==> src/common/lgr_consts.svh <==
// Operation
// - Mode codes 000-011: independent, duplicated input, shared input, one three-input table.
// - Mode codes 100-111: multiplexer, D-latch, set/reset latch, D flip-flop.
// - Each table input has a 2-bit source: events, internal, low pins, high pins.
// - Event source maps inputs 3,2,1,0 to channels 7,1,0,6.
// - Pin sources map inputs 3,2,1,0 to pins 3,1,0,2 or 7,5,4,6.
// - Internal source: input 3 transmit line, inputs 2,0 compare 0, input 1 compare 1.
// - In 16-bit counter setup, internal input 1 takes the 16-bit waveform output.
// - Per-table bit picks strobe or asynchronous form for event-sourced inputs.
// - Only table 0 output may reach a port pin; table 1 never does.
// - Pin field: 00 off, 01 pin 0, 10 pin 4, 11 reserved.
// - Port field: 00 port C, 01 port D, 1x reserved; also picks serial unit.
// - Both table outputs appear on strobe, asynchronous and synchronous event lines.
// - Table 1 output is inserted into the selected serial transmit encoding path.
// - Table 0 output goes directly to the selected serial receive input.
// - Both byte counters' underflows share one interrupt line.
// - A separate shared line carries compare/capture interrupts of both counters.
// - Every counter interrupt condition also gives an event; glue gives events only.
// - Event-line select set takes the asynchronous line, cleared takes the strobe line.
// - Each table holds 4 truth bits indexed by its two inputs, higher input MSB.
// - Each table has a zero to two cycle delay on first input or output.
//
// Purpose: offsets, field positions, reset values and codes of the glue block
// Assumes: 32-bit register bus, one register per aligned word
// Notes: definitions only
`ifndef LGR_CONSTS_SVH
`define LGR_CONSTS_SVH

// Register indexes, byte address is four times the index
`define LGR_IDX_MODE_OUT 8'h00
`define LGR_IDX_SRC_SEL 8'h01
`define LGR_IDX_DELAY_EV 8'h02
`define LGR_IDX_TRUTH 8'h03
`define LGR_IDX_STATUS 8'h04
`define LGR_RESET_VAL 8'h00
`define LGR_MODE_RSVD_MASK 8'h08

// Mode codes
`define LGR_TWO_INDEPENDENT_TABLES 3'h0
`define LGR_TWO_TABLES_DUPLICATED_INPUT 3'h1
`define LGR_TWO_TABLES_SHARED_INPUT 3'h2
`define LGR_SINGLE_THREE_INPUT_TABLE 3'h3
`define LGR_MUX_MODE 3'h4
`define LGR_DATA_LATCH_MODE 3'h5
`define LGR_SET_RESET_LATCH_MODE 3'h6
`define LGR_FLIP_FLOP_MODE 3'h7

// Source, port, pin and delay codes
`define LGR_EVENT_NETWORK_SOURCE 2'h0
`define LGR_INTERNAL_SOURCE 2'h1
`define LGR_LOW_PINS_SOURCE 2'h2
`define LGR_HIGH_PINS_SOURCE 2'h3
`define LGR_PORT_C 2'h0
`define LGR_PORT_D 2'h1
`define LGR_PIN_OFF 2'h0
`define LGR_PIN_ZERO 2'h1
`define LGR_PIN_FOUR 2'h2
`define LGR_DLY_NONE 2'h0
`define LGR_DLY_INPUT 2'h1
`define LGR_DLY_OUTPUT 2'h2
`define LGR_PIN_ZERO_MASK 8'h01
`define LGR_PIN_FOUR_MASK 8'h10

// Bus responses
`define LGR_RESP_OKAY 2'h0
`define LGR_RESP_SLVERR 2'h2

`endif

==> src/common/lgr_pkg.sv <==
// Purpose: shared types of the glue block
// Assumes: field layouts as in the constants header
// Notes: types only
package lgr_pkg;

	// Mode and pin output control register
	typedef struct packed {
		logic [1:0] table0_pin_output_select;
		logic [1:0] port_select;
		logic reserved;
		logic [2:0] glue_mode_select;
	} lgr_mode_out_t;

	// Delay and event line form register
	typedef struct packed {
		logic [1:0] event_line_form_select;
		logic [1:0] delay_length_select;
		logic [1:0] table1_delay_place;
		logic [1:0] table0_delay_place;
	} lgr_delay_ev_t;

	// Event network inputs
	typedef struct packed {
		logic [7:0] async_line;
		logic [7:0] strobe;
	} lgr_evt_t;

	// Byte counter interrupt conditions, one bit per counter
	typedef struct packed {
		logic [1:0] compare_capture;
		logic [1:0] underflow;
	} lgr_cnt_evt_t;

endpackage

==> src/design/lgr_delay.sv <==
// Purpose: zero, one or two cycle delay cell
// Assumes: synchronous reset
// Notes: bypassed when not enabled
`timescale 1ns/1ps
`default_nettype none
module lgr_delay (
	// Clock and reset
	input wire logic clock_i,
	input wire logic rst_i,
	// Control
	input wire logic enable_i,
	input wire logic two_cycles_i,
	// Data
	input wire logic d_i,
	output logic q_o
);
	import lgr_pkg::*;

	logic stage1;
	logic stage2;

	// Shift stages always run so a switch shows settled history
	always_ff @(posedge clock_i) begin
		if (rst_i) begin
			stage1 <= 1'b0;
			stage2 <= 1'b0;
		end else begin
			stage1 <= d_i;
			stage2 <= stage1;
		end
	end

	// Pick depth
	assign q_o = !enable_i ? d_i : (two_cycles_i ? stage2 : stage1);

endmodule
`default_nettype wire

==> src/design/lgr_table.sv <==
// Purpose: one two-input lookup table
// Assumes: truth bits held by the caller
// Notes: purely combinational
`timescale 1ns/1ps
`default_nettype none
module lgr_table (
	// Truth bits and address
	input wire logic [3:0] truth_i,
	input wire logic in_hi_i,
	input wire logic in_lo_i,
	// Table result
	output logic out_o
);
	import lgr_pkg::*;

	// Higher input is the index MSB
	assign out_o = truth_i[{in_hi_i, in_lo_i}];

endmodule
`default_nettype wire

==> src/design/lgr_top.sv <==
// Purpose: glue logic of two lookup tables with input and output routing
// Assumes: AXI4-Lite register access, inputs synchronous to clock_i
// Notes: asynchronous event lines are combinational from the glue result, with no flop after it
//
// Local design decision: the AXI4-Lite register port.
`include "lgr_consts.svh"
`timescale 1ns/1ps
`default_nettype none
module lgr_top (
	// Clock and reset
	input wire logic clock_i,
	input wire logic rst_i,
	// AXI4-Lite write
	input wire logic [7:0] s_axi_awaddr_i,
	input wire logic s_axi_awvalid_i,
	output logic s_axi_awready_o,
	input wire logic [31:0] s_axi_wdata_i,
	input wire logic [3:0] s_axi_wstrb_i,
	input wire logic s_axi_wvalid_i,
	output logic s_axi_wready_o,
	output logic [1:0] s_axi_bresp_o,
	output logic s_axi_bvalid_o,
	input wire logic s_axi_bready_i,
	// AXI4-Lite read
	input wire logic [7:0] s_axi_araddr_i,
	input wire logic s_axi_arvalid_i,
	output logic s_axi_arready_o,
	output logic [31:0] s_axi_rdata_o,
	output logic [1:0] s_axi_rresp_o,
	output logic s_axi_rvalid_o,
	input wire logic s_axi_rready_i,
	// Table sources
	input wire lgr_pkg::lgr_evt_t events_i,
	input wire logic [7:0] port_c_pins_i,
	input wire logic [7:0] port_d_pins_i,
	input wire logic serial_c_txd_i,
	input wire logic serial_d_txd_i,
	input wire logic compare_output_zero_i,
	input wire logic compare_output_one_i,
	input wire logic wave16_i,
	input wire logic sixteen_bit_counter_config_i,
	// Event network outputs, bit 0 table zero, bit 1 table one
	output logic [1:0] table_async_o,
	output logic [1:0] table_sync_o,
	output logic [1:0] table_strobe_o,
	// Pin outputs
	output logic pin_data_o,
	output logic [7:0] port_c_oe_o,
	output logic [7:0] port_d_oe_o,
	// Serial unit outputs
	output logic serial_d_select_o,
	output logic serial_rx_data_o,
	output logic serial_tx_insert_o,
	// Byte counter interrupts and events
	input wire lgr_pkg::lgr_cnt_evt_t counter_cond_i,
	output logic underflow_irq_o,
	output logic compare_capture_irq_o,
	output lgr_pkg::lgr_cnt_evt_t counter_event_o
);
	import lgr_pkg::*;

	////////////////////////////////////////////////////////////////////////////////////
	// Registers and bus slave

	lgr_mode_out_t mode_out;
	logic [7:0] src_sel;
	lgr_delay_ev_t delay_ev;
	logic [7:0] truth;
	logic aw_held;
	logic [7:0] aw_addr;
	logic w_held;
	logic [7:0] w_data;
	logic w_lane0;
	logic wr_fire;
	logic wr_hit;
	logic [7:0] status;

	// Word index of a byte address, misaligned gives an impossible index
	function automatic logic [7:0] word_index(input logic [7:0] addr);
		word_index = (addr[1:0] == 2'h0) ? {2'h0, addr[7:2]} : 8'hff;
	endfunction

	// Address and data held apart so they may arrive in either order
	assign s_axi_awready_o = !aw_held && !s_axi_bvalid_o;
	assign s_axi_wready_o = !w_held && !s_axi_bvalid_o;
	assign wr_fire = aw_held && w_held;

	// Address channel
	always_ff @(posedge clock_i) begin
		if (rst_i) begin
			aw_held <= 1'b0;
			aw_addr <= 8'h00;
		end else if (s_axi_awvalid_i && s_axi_awready_o) begin
			aw_held <= 1'b1;
			aw_addr <= s_axi_awaddr_i;
		end else if (wr_fire) begin
			aw_held <= 1'b0;
		end
	end

	// Data channel, only the low byte lane carries register bits
	always_ff @(posedge clock_i) begin
		if (rst_i) begin
			w_held <= 1'b0;
			w_data <= 8'h00;
			w_lane0 <= 1'b0;
		end else if (s_axi_wvalid_i && s_axi_wready_o) begin
			w_held <= 1'b1;
			w_data <= s_axi_wdata_i[7:0];
			w_lane0 <= s_axi_wstrb_i[0];
		end else if (wr_fire) begin
			w_held <= 1'b0;
		end
	end

	always_comb begin
		case (word_index(aw_addr))
			`LGR_IDX_MODE_OUT, `LGR_IDX_SRC_SEL, `LGR_IDX_DELAY_EV, `LGR_IDX_TRUTH,
			`LGR_IDX_STATUS: wr_hit = 1'b1;
			default: wr_hit = 1'b0;
		endcase
	end

	// Register update, effective from the next cycle as a whole byte
	always_ff @(posedge clock_i) begin
		if (rst_i) begin
			mode_out <= lgr_mode_out_t'(`LGR_RESET_VAL);
			src_sel <= `LGR_RESET_VAL;
			delay_ev <= lgr_delay_ev_t'(`LGR_RESET_VAL);
			truth <= `LGR_RESET_VAL;
		end else if (wr_fire && w_lane0) begin
			case (word_index(aw_addr))
				`LGR_IDX_MODE_OUT: mode_out <= lgr_mode_out_t'(w_data & ~`LGR_MODE_RSVD_MASK);
				`LGR_IDX_SRC_SEL: src_sel <= w_data;
				`LGR_IDX_DELAY_EV: delay_ev <= lgr_delay_ev_t'(w_data);
				`LGR_IDX_TRUTH: truth <= w_data;
				default: ;
			endcase
		end
	end

	// Write response, unmapped addresses answer with an error
	always_ff @(posedge clock_i) begin
		if (rst_i) begin
			s_axi_bvalid_o <= 1'b0;
			s_axi_bresp_o <= `LGR_RESP_OKAY;
		end else if (wr_fire) begin
			s_axi_bvalid_o <= 1'b1;
			s_axi_bresp_o <= wr_hit ? `LGR_RESP_OKAY : `LGR_RESP_SLVERR;
		end else if (s_axi_bready_i) begin
			s_axi_bvalid_o <= 1'b0;
		end
	end

	// Read path, one word at a time
	assign s_axi_arready_o = !s_axi_rvalid_o;
	always_ff @(posedge clock_i) begin
		if (rst_i) begin
			s_axi_rvalid_o <= 1'b0;
			s_axi_rdata_o <= 32'h0;
			s_axi_rresp_o <= `LGR_RESP_OKAY;
		end else if (s_axi_arvalid_i && s_axi_arready_o) begin
			s_axi_rvalid_o <= 1'b1;
			s_axi_rresp_o <= `LGR_RESP_OKAY;
			case (word_index(s_axi_araddr_i))
				`LGR_IDX_MODE_OUT: s_axi_rdata_o <= {24'h0, mode_out};
				`LGR_IDX_SRC_SEL: s_axi_rdata_o <= {24'h0, src_sel};
				`LGR_IDX_DELAY_EV: s_axi_rdata_o <= {24'h0, delay_ev};
				`LGR_IDX_TRUTH: s_axi_rdata_o <= {24'h0, truth};
				`LGR_IDX_STATUS: s_axi_rdata_o <= {24'h0, status};
				default: begin
					s_axi_rdata_o <= 32'h0;
					s_axi_rresp_o <= `LGR_RESP_SLVERR;
				end
			endcase
		end else if (s_axi_rready_i) begin
			s_axi_rvalid_o <= 1'b0;
		end
	end

	////////////////////////////////////////////////////////////////////////////////////
	// Input routing

	logic [7:0] pins;
	logic [7:0] ev_t0;
	logic [7:0] ev_t1;
	logic port_ok;
	logic txd_sel;
	logic int_in1;
	logic [3:0] in_raw;

	// Choose one source for a table input
	function automatic logic pick(input logic [1:0] sel, input logic ev, input logic int_sig,
		input logic low, input logic high);
		case (sel)
			`LGR_EVENT_NETWORK_SOURCE: pick = ev;
			`LGR_INTERNAL_SOURCE: pick = int_sig;
			`LGR_LOW_PINS_SOURCE: pick = low;
			default: pick = high;
		endcase
	endfunction

	// Reserved port codes route no pins at all
	always_comb begin
		port_ok = 1'b1;
		case (mode_out.port_select)
			`LGR_PORT_C: pins = port_c_pins_i;
			`LGR_PORT_D: pins = port_d_pins_i;
			default: begin
				pins = 8'h00;
				port_ok = 1'b0;
			end
		endcase
	end

	// Event line form per table
	assign ev_t0 = delay_ev.event_line_form_select[0] ? events_i.async_line : events_i.strobe;
	assign ev_t1 = delay_ev.event_line_form_select[1] ? events_i.async_line : events_i.strobe;
	assign txd_sel = (mode_out.port_select == `LGR_PORT_D) ? serial_d_txd_i : serial_c_txd_i;
	assign int_in1 = sixteen_bit_counter_config_i ? wave16_i : compare_output_one_i;

	// Fixed channel and pin maps per input
	assign in_raw[3] = pick(src_sel[7:6], ev_t1[7], txd_sel, pins[3], pins[7]);
	assign in_raw[2] = pick(src_sel[5:4], ev_t1[1], compare_output_zero_i, pins[1], pins[5]);
	assign in_raw[1] = pick(src_sel[3:2], ev_t0[0], int_in1, pins[0], pins[4]);
	assign in_raw[0] = pick(src_sel[1:0], ev_t0[6], compare_output_zero_i, pins[2], pins[6]);

	////////////////////////////////////////////////////////////////////////////////////
	// Tables, delays and modes

	logic d_in0;
	logic d_in2;
	logic a0_hi;
	logic a0_lo;
	logic a1_hi;
	logic a1_lo;
	logic t0;
	logic t1;
	logic y0;
	logic y1;
	logic seq_q;
	logic [1:0] glue_out;

	// First input of each table may carry the delay
	lgr_delay u_dly_in0 (
		.clock_i(clock_i),
		.rst_i(rst_i),
		.enable_i(delay_ev.table0_delay_place == `LGR_DLY_INPUT),
		.two_cycles_i(delay_ev.delay_length_select[0]),
		.d_i(in_raw[0]),
		.q_o(d_in0)
	);
	lgr_delay u_dly_in2 (
		.clock_i(clock_i),
		.rst_i(rst_i),
		.enable_i(delay_ev.table1_delay_place == `LGR_DLY_INPUT),
		.two_cycles_i(delay_ev.delay_length_select[1]),
		.d_i(in_raw[2]),
		.q_o(d_in2)
	);

	// Table one never reads table zero, so the cascade has no loop
	always_comb begin
		a1_hi = in_raw[3];
		a1_lo = d_in2;
		a0_hi = in_raw[1];
		a0_lo = d_in0;
		case (mode_out.glue_mode_select)
			`LGR_TWO_TABLES_DUPLICATED_INPUT: begin
				a0_hi = d_in0;
				a1_hi = d_in2;
			end
			`LGR_TWO_TABLES_SHARED_INPUT: a1_lo = d_in0;
			`LGR_SINGLE_THREE_INPUT_TABLE: begin
				a0_hi = d_in0;
				a0_lo = y1;
			end
			default: ;
		endcase
	end

	lgr_table u_table_zero (
		.truth_i(truth[3:0]),
		.in_hi_i(a0_hi),
		.in_lo_i(a0_lo),
		.out_o(t0)
	);
	lgr_table u_table_one (
		.truth_i(truth[7:4]),
		.in_hi_i(a1_hi),
		.in_lo_i(a1_lo),
		.out_o(t1)
	);

	// Output delay cells
	lgr_delay u_dly_out0 (
		.clock_i(clock_i),
		.rst_i(rst_i),
		.enable_i(delay_ev.table0_delay_place == `LGR_DLY_OUTPUT),
		.two_cycles_i(delay_ev.delay_length_select[0]),
		.d_i(t0),
		.q_o(y0)
	);
	lgr_delay u_dly_out1 (
		.clock_i(clock_i),
		.rst_i(rst_i),
		.enable_i(delay_ev.table1_delay_place == `LGR_DLY_OUTPUT),
		.two_cycles_i(delay_ev.delay_length_select[1]),
		.d_i(t1),
		.q_o(y1)
	);

	// Storage element, held at zero in purely combinational modes
	always_ff @(posedge clock_i) begin
		if (rst_i) begin
			seq_q <= 1'b0;
		end else begin
			case (mode_out.glue_mode_select)
				`LGR_DATA_LATCH_MODE: seq_q <= y1 ? y0 : seq_q;
				`LGR_SET_RESET_LATCH_MODE: seq_q <= y0 ? 1'b1 : (y1 ? 1'b0 : seq_q);
				`LGR_FLIP_FLOP_MODE: seq_q <= y1 ? y0 : seq_q;
				default: seq_q <= 1'b0;
			endcase
		end
	end

	// Final table zero result per mode, latches are transparent while open
	always_comb begin
		glue_out = {y1, y0};
		case (mode_out.glue_mode_select)
			`LGR_MUX_MODE: glue_out[0] = y1 ? in_raw[1] : in_raw[0];
			`LGR_DATA_LATCH_MODE: glue_out[0] = y1 ? y0 : seq_q;
			`LGR_SET_RESET_LATCH_MODE: glue_out[0] = y0 ? 1'b1 : (y1 ? 1'b0 : seq_q);
			`LGR_FLIP_FLOP_MODE: glue_out[0] = seq_q;
			default: ;
		endcase
	end

	////////////////////////////////////////////////////////////////////////////////////
	// Output routing

	// Asynchronous line follows the logic directly, no flop in the path
	assign table_async_o = glue_out;

	// Synchronous level and one-cycle strobe on each rising edge
	always_ff @(posedge clock_i) begin
		if (rst_i) begin
			table_sync_o <= 2'h0;
			table_strobe_o <= 2'h0;
		end else begin
			table_sync_o <= glue_out;
			table_strobe_o <= glue_out & ~table_sync_o;
		end
	end

	// Pin drive, table zero only; reserved codes leave the pins undriven
	always_ff @(posedge clock_i) begin
		if (rst_i) begin
			pin_data_o <= 1'b0;
			port_c_oe_o <= 8'h00;
			port_d_oe_o <= 8'h00;
		end else begin
			pin_data_o <= glue_out[0];
			port_c_oe_o <= 8'h00;
			port_d_oe_o <= 8'h00;
			if (port_ok && mode_out.table0_pin_output_select == `LGR_PIN_ZERO) begin
				if (mode_out.port_select == `LGR_PORT_D) port_d_oe_o <= `LGR_PIN_ZERO_MASK;
				else port_c_oe_o <= `LGR_PIN_ZERO_MASK;
			end else if (port_ok && mode_out.table0_pin_output_select == `LGR_PIN_FOUR) begin
				if (mode_out.port_select == `LGR_PORT_D) port_d_oe_o <= `LGR_PIN_FOUR_MASK;
				else port_c_oe_o <= `LGR_PIN_FOUR_MASK;
			end
		end
	end

	// Serial unit links
	always_ff @(posedge clock_i) begin
		if (rst_i) begin
			serial_d_select_o <= 1'b0;
			serial_rx_data_o <= 1'b0;
			serial_tx_insert_o <= 1'b0;
		end else begin
			serial_d_select_o <= (mode_out.port_select == `LGR_PORT_D);
			serial_rx_data_o <= glue_out[0];
			serial_tx_insert_o <= glue_out[1];
		end
	end

	// Counter conditions: shared interrupt lines, one event each; glue adds none
	always_ff @(posedge clock_i) begin
		if (rst_i) begin
			underflow_irq_o <= 1'b0;
			compare_capture_irq_o <= 1'b0;
			counter_event_o <= lgr_cnt_evt_t'(4'h0);
		end else begin
			underflow_irq_o <= |counter_cond_i.underflow;
			compare_capture_irq_o <= |counter_cond_i.compare_capture;
			counter_event_o <= counter_cond_i;
		end
	end

	// Status word shows live logic state
	assign status = {5'h0, seq_q, glue_out};

endmodule
`default_nettype wire

==> config.mk <==
export PLATFORM = sky130hd
export DESIGN_NAME = lgr_top
export DESIGN_NICKNAME = d
export VERILOG_FILES = /design/src/common/lgr_pkg.sv /design/src/design/lgr_delay.sv /design/src/design/lgr_table.sv /design/src/design/lgr_top.sv
export VERILOG_INCLUDE_DIRS = /design/src /design/src/common
export SDC_FILE = /design/constraint.sdc
export NUM_CORES = 1
export LEC_CHECK = 0
export BUFFER_PORTS_ARGS = -buffer_cell sky130_fd_sc_hd__clkbuf_2
export CAP_MARGIN = 10
export CORE_UTILIZATION = 32
export DETAILED_ROUTE_END_ITERATION = 10
export SYNTH_ARGS = -nofsm -noshare
export SYNTH_HDL_FRONTEND = slang
export SYNTH_HIERARCHICAL = 1
export SYNTH_SLANG_ARGS = --single-unit
==> constraint.sdc <==
create_clock -name clock_i -period 14 [get_ports clock_i]
set_input_delay 2.1 -clock clock_i [delete_from_list [all_inputs] [get_ports clock_i]]
set_output_delay 2.1 -clock clock_i [all_outputs]
set_load 0.01 [all_outputs]
==> results of run 1 <==
power groups by stage:
| stage | logic [W] | registers (W) | clock network [W] |
|---|---|---|---|
| floorplan | 0.0000350 | 0.000262 | 0 |
| global placement | 0.0000442 | 0.000262 | 0 |
| detailed placement | 0.0000450 | 0.000262 | 0 |
| CTS | 0.0000452 | 0.000257 | 0.000223 |
| global route | 0.0000507 | 0.000257 | 0.000234 |
| finish | 0.0000448 | 0.000257 | 0.000217 |
placed cells by master (no fill, tap or decap), types with 3 or more instances in the layout:
master     instances
nand3b_1           3
a221oi_1           3
nand3_1            7
nor2_1            57
mux2_2             3
nor3_1             5
clkbuf_2         100
clkbuf_16          9
o21ai_0           12
mux4_2            12
nand2_1           50
a21oi_1           31
nor2b_1           20
nor4_1             3
mux2i_1           40
nand2b_1           9
inv_1             10
clkbuf_1           3
conb_1            38
dfxtp_1           86
a211oi_1           3
final cells by class:
class | count | share of cell area, %
sequential | 86 | 36.15
timing repair buffer | 101 | 10.67
clock buffer | 14 | 5.544
clock inverter | 1 | 0.1051
inverter | 10 | 0.7882
multi-input combinational | 322 | 42.33
tap | 168 | 4.414
critical path: stages:
cell and delay (ns):
clkbuf_2 0.09, mux4_2 0.47, a32oi_1 0.33, inv_1 0.09, nor2_1 0.11, a21oi_1 0.07, mux2_2 0.30, mux4_2 0.34
nor2_1 0.05, a21oi_1 0.34, inv_1 0.23, o21ai_0 0.28, mux4_2 0.56, nor2_1 0.12, a21oi_1 0.06, a32oi_1 0.24
o221ai_1 0.28, clkbuf_2 0.21
metrics by stage:
stage / total power [W] / setup slack, ns / utilization, %
3_3_place_gp: 0.0003059 / 5.701 / 36.94
4_1_cts: 0.0005251 / 5.645 / 39.16
2_1_floorplan: 0.0002966 / 6.571 / -
6_report: 0.0005183 / 5.622 / 39.16
3_5_place_dp: 0.0003070 / 5.686 / 36.94
5_1_grt: 0.0005421 / 5.336 / 39.16
registers in the layout, indices dropped and copies added (netlist names), 2 cells and up:
| name | count |
|---|---|
| counter_event_o | 4 |
| s_axi_rdata_o | 8 |
| port_d_oe_o | 2 |
| aw_addr | 8 |
| table_sync_o | 2 |
| port_c_oe_o | 2 |
| truth | 8 |
| mode_out | 7 |
| src_sel | 8 |
| delay_ev | 8 |
| w_data | 8 |
| table_strobe_o | 2 |
worst paths after layout:
path | start | to | slack [ns] | depth (start not counted)
worst min register to register | s_axi_rdata_o[3] | s_axi_rdata_o[3] | 0.45 | 2
worst min-delay path | s_axi_rdata_o[3] | s_axi_rdata_o[3] | 0.45 | 2
worst max-delay path | port_c_pins_i[6] | table_async_o[0] | 5.62 | 18
worst max register to register | mode_out[4] | table_strobe_o[0] | 8.89 | 17
Yosys cell counts (all sizes together) (4+ instances only):
| master | count | share of area, % |
|---|---|---|
| nor2 | 57 | 5.3 |
| o21ai | 12 | 1.5 |
| mux2i | 40 | 9.9 |
| nand3 | 7 | 0.87 |
| dfxtp | 86 | 43 |
| mux4 | 12 | 6.7 |
| nor4 | 4 | 0.99 |
| nor3 | 5 | 0.62 |
| inv | 10 | 0.93 |
| nand2 | 50 | 4.6 |
| buf | 48 | 8.8 |
| nor2b | 20 | 3.1 |
| nand2b | 9 | 1.4 |
| clkbuf | 14 | 1.3 |
| a21oi | 31 | 3.8 |
kinds of logic (layout without fill, tap and decap cells):
group,Yosys count,in the layout,share of synthesized area [%]
compound gates,58,58,8.324
buf+inv,72,126,11.01
flops,86,86,42.57
simple gates,170,170,20.33
fa+ha+maj,1,1,0.2475
mux,55,55,17.42
other cells,1,38,0.09273
metal layers:
metal | wire length [microns] | up-vias
met1 | 4456 | 1453
met4 | 66 | 0
met5 | 0 | -
met2 | 3920 | 120
met3 | 538 | 5
li1 | - | 1611
==> flow_summary_export.csv, run 1 <==
group,metric,value,unit
run_status,outcome,"finished clean",
floorplan,dieArea,0.01309,sq mm
floorplan,start_util,33.25,%
power,seq_power_share,49.5,%
synth,syn_inst,443,
power,switchingPower,0.0001197,W
detailed_routing,drt_wl_total,8.982,mm
clock_tree,clock-root-buffer,"clkbuf_16",
timing,clock.fmax,119.4,MHz
clock_tree,tritoncts,"done",
timing,period_minus_slack,8.378,ns
global_route,grt_pass1_wl,14.59,mm
power,cellPowerDensity,108.8,mW/mm^2
placed_design,dp_cells,687,
worst_setup_path,cp-end-kind,"primary output",
synth,yosysWarnings,6,
clock_tree,clkTransAtPathRegs,0.06,ns
floorplan,die_h,114.4,microns
timing,hold_violations,0,
global_route,grt_use_met1,19.58,%
timing,rsz0062_at_grt,"no",
global_route,grtUsageTotal,14.50,%
synth,yosysSeqAreaShare,42.57,%
worst_setup_path,cp.arrival,6.28,ns
timing,setup_tns,0,ns
detailed_routing,routedWlPerCell,12.79,microns
synth,syn_area,0.004044,sq mm
floorplan,dieWidth,114.4,microns
detailed_routing,drc,0,
run,maxCapViolations,0,
synth,syn_area_per_cell,9.128,sq um
synth,synth_edf_count,0,
clock_tree,htree_levels,3,
detailed_routing,drtAntennaViolNets,0,
floorplan,rows,40,
clock_tree,cts_resized,0,
worst_setup_path,crit_fanout,8,
placed_design,io_buffers,100,
clock_tree,clkLatencyLatePin,0.33,ns
synth,yosys_register_bits,86,
placed_design,postPlaceCellArea,0.004493,sq mm
floorplan,core,0.01216,sq mm
synth,synthFlopType,"dfxtp_1",
clock_tree,cts_setup_buffers,0,
timing,worst_hold_slack,0.4536,ns
cells_and_area,multi_input_area,0.002016,sq mm
timing,max_slew_margin,45.57,%
power,pwr-share-comb,8.6,%
power,ir_drop,54.11,uV
clock_tree,clock_path_buffers,2,
cells_and_area,drive_gt1_share,24.91,%
cells_and_area,area_delta_synth_final,17.76,%
cells_and_area,regArea,0.001722,sq mm
cells_and_area,fill_cells,1240,
global_route,grtUsageMet2,22.38,%
global_route,grt_max_degree,81,
cells_and_area,insertedDiodeCount,0,
synth,yosysUniqueCellTypes,43,
detailed_routing,drtPass1Iterations,4,
timing,fin_skew,0.005818,ns
timing,period_share,59.84,%
timing,maxSlewViolCount,0,
detailed_routing,viasPerCell,4.543,
clock_tree,cts_sinks,86,
floorplan,io_pins,174,
global_route,grtUsageMet3,3.864,%
global_route,grt-busiest-layer,"met2",
clock_tree,numCtsBuffers,9,
power,internal_power,0.0003986,W
timing,worst_pin_slew,0.8164,ns
global_route,grt_antenna_before_repair,0,
detailed_routing,num_vias,3189,
detailed_routing,drt_iter0_drc,126,
cells_and_area,nets,631,
global_route,grt.overflow.total,0,
power,p_leak,2.063,nW
cells_and_area,instances_no_fill,702,
worst_setup_path,critPathLaunchType,"input port",
worst_hold_path,hold_class,"flip-flop to flip-flop",
global_route,grt_pass1_vias,2931,
placed_design,routabilityCongestion,0.8318,
power,swShare,23.10,%
synth,synth-async-reset-ratio,0,%
clock_tree,holdBufCountCts,0,
worst_setup_path,criticalPathCategory,"input port to primary output",
placed_design,dp_hpwl,6.807,mm
power,clock_power_share,41.8,%
worst_setup_path,worst_ep_required_time,11.90,ns
cells_and_area,design_area,0.004762,sq mm
timing,finalSetupViolCount,0,
No activity file was read; power rests on OpenSTA's default activity.
==> inputs of run 2 (changes only) <==
clock period = 8.02 ns   (was 14 ns; I/O delays follow)
==> flow_summary_export.csv, run 2 (synthesized netlist as in run 1, its figures left out) <==
group,metric,value,unit
cells_and_area,final_cell_mix,"100 x clkbuf_2, 86 x dfxtp_1, 57 x nor2_1, 50 x nand2_1, 40 x mux2i_1",
cells_and_area,final_common_cell,"clkbuf_2",
cells_and_area,nets,631,
placed_design,dp_hpwl,6.824,mm
detailed_routing,drt_iter0_drc,165,
global_route,grt_pass1_vias,2893,
clock_tree,clkTransAtPathRegs,0.06,ns
worst_setup_path,crit_fanout,8,
detailed_routing,num_vias,3210,
detailed_routing,drtPass1Iterations,4,
worst_setup_path,path_depth,18,
timing,period_share,81.05,%
floorplan,core,0.01216,sq mm
placed_design,routabilityCongestion,0.8309,
power,cellPowerDensity,194.9,mW/mm^2
placed_design,place_ws,1.546,ns
worst_setup_path,path_delay_family,"multiplexers",
worst_hold_path,whs_path_depth,1,
placed_design,io_buffers,100,
worst_setup_path,crit_slowest_cell,"mux4_2",
timing,maxSlewViolCount,0,
clock_tree,clkLatencyLatePin,0.33,ns
floorplan,io_pins,174,
clock_tree,htree_levels,3,
global_route,grt_pass1_wl,14.46,mm
worst_setup_path,worst-path-buf-inv,4,
floorplan,start_util,33.25,%
cells_and_area,fill_cells,1230,
floorplan,dieWidth,114.4,microns
timing,setup_tns,0,ns
power,ir_drop,100.8,uV
power,p_total,0.0009320,W
power,p_leak,2.078,nW
worst_setup_path,criticalPathCategory,"input port to primary output",
floorplan,rows,40,
detailed_routing,drtAntennaViolNets,0,
worst_setup_path,r2r_cells,17,
worst_setup_path,cp_cell_sequence,"clkbuf_2 > mux4_2 > a32oi_1 > inv_1 > nor2_1 > a21oi_1 > mux2_2 > mux4_2 > nor2_1 > a21oi_1 > inv_1 > o21ai_0 > mux4_2 > nor2_1 > a21oi_1 > a32oi_1 > o221ai_1 > clkbuf_2",
worst_setup_path,cpPeakStageDelay,0.56,ns
global_route,grt.overflow.total,0,
cells_and_area,insertedDiodeCount,0,
timing,fin_skew,0.008899,ns
floorplan,dieArea,0.01309,sq mm
timing,rsz0062_at_grt,"no",
timing,max_slew_margin,46.45,%
clock_tree,clock-root-buffer,"clkbuf_16",
detailed_routing,routedWlPerCell,12.85,microns
worst_setup_path,cp.arrival,5.30,ns
timing,clock.fmax,153.8,MHz
clock_tree,cts_sinks,86,
worst_setup_path,critPathLaunchType,"input port",
placed_design,dp_cells,687,
global_route,grt_max_degree,81,
timing,worst_pin_slew,0.8032,ns
detailed_routing,drt_wl_total,9.020,mm
timing,worst_slack,1.520,ns
cells_and_area,instances_no_fill,702,
global_route,grt_antenna_before_repair,0,
worst_setup_path,worst_ep_required_time,6.82,ns
floorplan,die_h,114.4,microns
clock_tree,holdBufCountCts,0,
clock_tree,clock_path_buffers,2,
run_status,outcome,"finished clean",
global_route,grtUsageTotal,14.35,%
timing,finalSetupViolCount,0,
detailed_routing,drc,0,
detailed_routing,viasPerCell,4.573,
cells_and_area,area_delta_synth_final,18.26,%
worst_setup_path,cp-end-kind,"primary output",
clock_tree,tritoncts,"done",
clock_tree,cts_resized,0,
worst_hold_path,hold_class,"flip-flop to flip-flop",
timing,hold_violations,0,
timing,period_minus_slack,6.500,ns
clock_tree,cts_setup_buffers,0,
cells_and_area,drive_gt1_share,25.47,%
clock_tree,numCtsBuffers,9,
run,maxCapViolations,0,
run 2: cell count changes in the layout (fill, tap and decap cells not counted):
cell,previous run,this run
bufinv_16,0,1
clkbuf_8,2,1
clkbuf_1,3,0
clkinv_2,1,4
run 2: report_power, final:
part | switching [W] | internal (W)
clock network | 0.000161 | 0.000246
registers | 0.00000910 | 0.000439
logic | 0.0000458 | 0.0000322
total | 0.000215 | 0.000717
run 2: final timing paths:
kind	startpoint	endpoint	slack [ns]
worst max-delay path	port_c_pins_i[6]	table_async_o[0]	1.52
worst min-delay path	table_sync_o[1]	table_strobe_o[1]	0.45
worst max register to register	mode_out[4]	table_strobe_o[0]	3.00
worst min register to register	table_sync_o[1]	table_strobe_o[1]	0.45
run 2: cell type report:
class | count | area [sq um] | area share (%)
multi-input cells | 322 | 2016 | 42.15
flip-flops and latches | 86 | 1722 | 36.00
well taps | 168 | 210.2 | 4.396
repair buffers | 101 | 508.0 | 10.62
clock inverters | 5 | 50.05 | 1.047
inverters | 10 | 37.54 | 0.7849
clock buffers | 10 | 239.0 | 4.997
run 2: stage by stage:
stage	area (sq um)	util, %	hold WS [ns]
2_1_floorplan	4183	-	0.4356
6_report	4782	39.32	0.4525
5_1_grt	4782	39.32	0.4776
3_3_place_gp	4493	36.94	0.4376
3_5_place_dp	4493	36.94	0.4479
4_1_cts	4782	39.32	0.4562
run 2: routing by layer:
metal	GRT usage [%]	wire, microns	up-vias
li1	-	-	1612
met1	19.33	4351	1457
met3	2.647	568	10
met5	0	0	-
met2	22.59	3967	131
met4	5.974	133	0
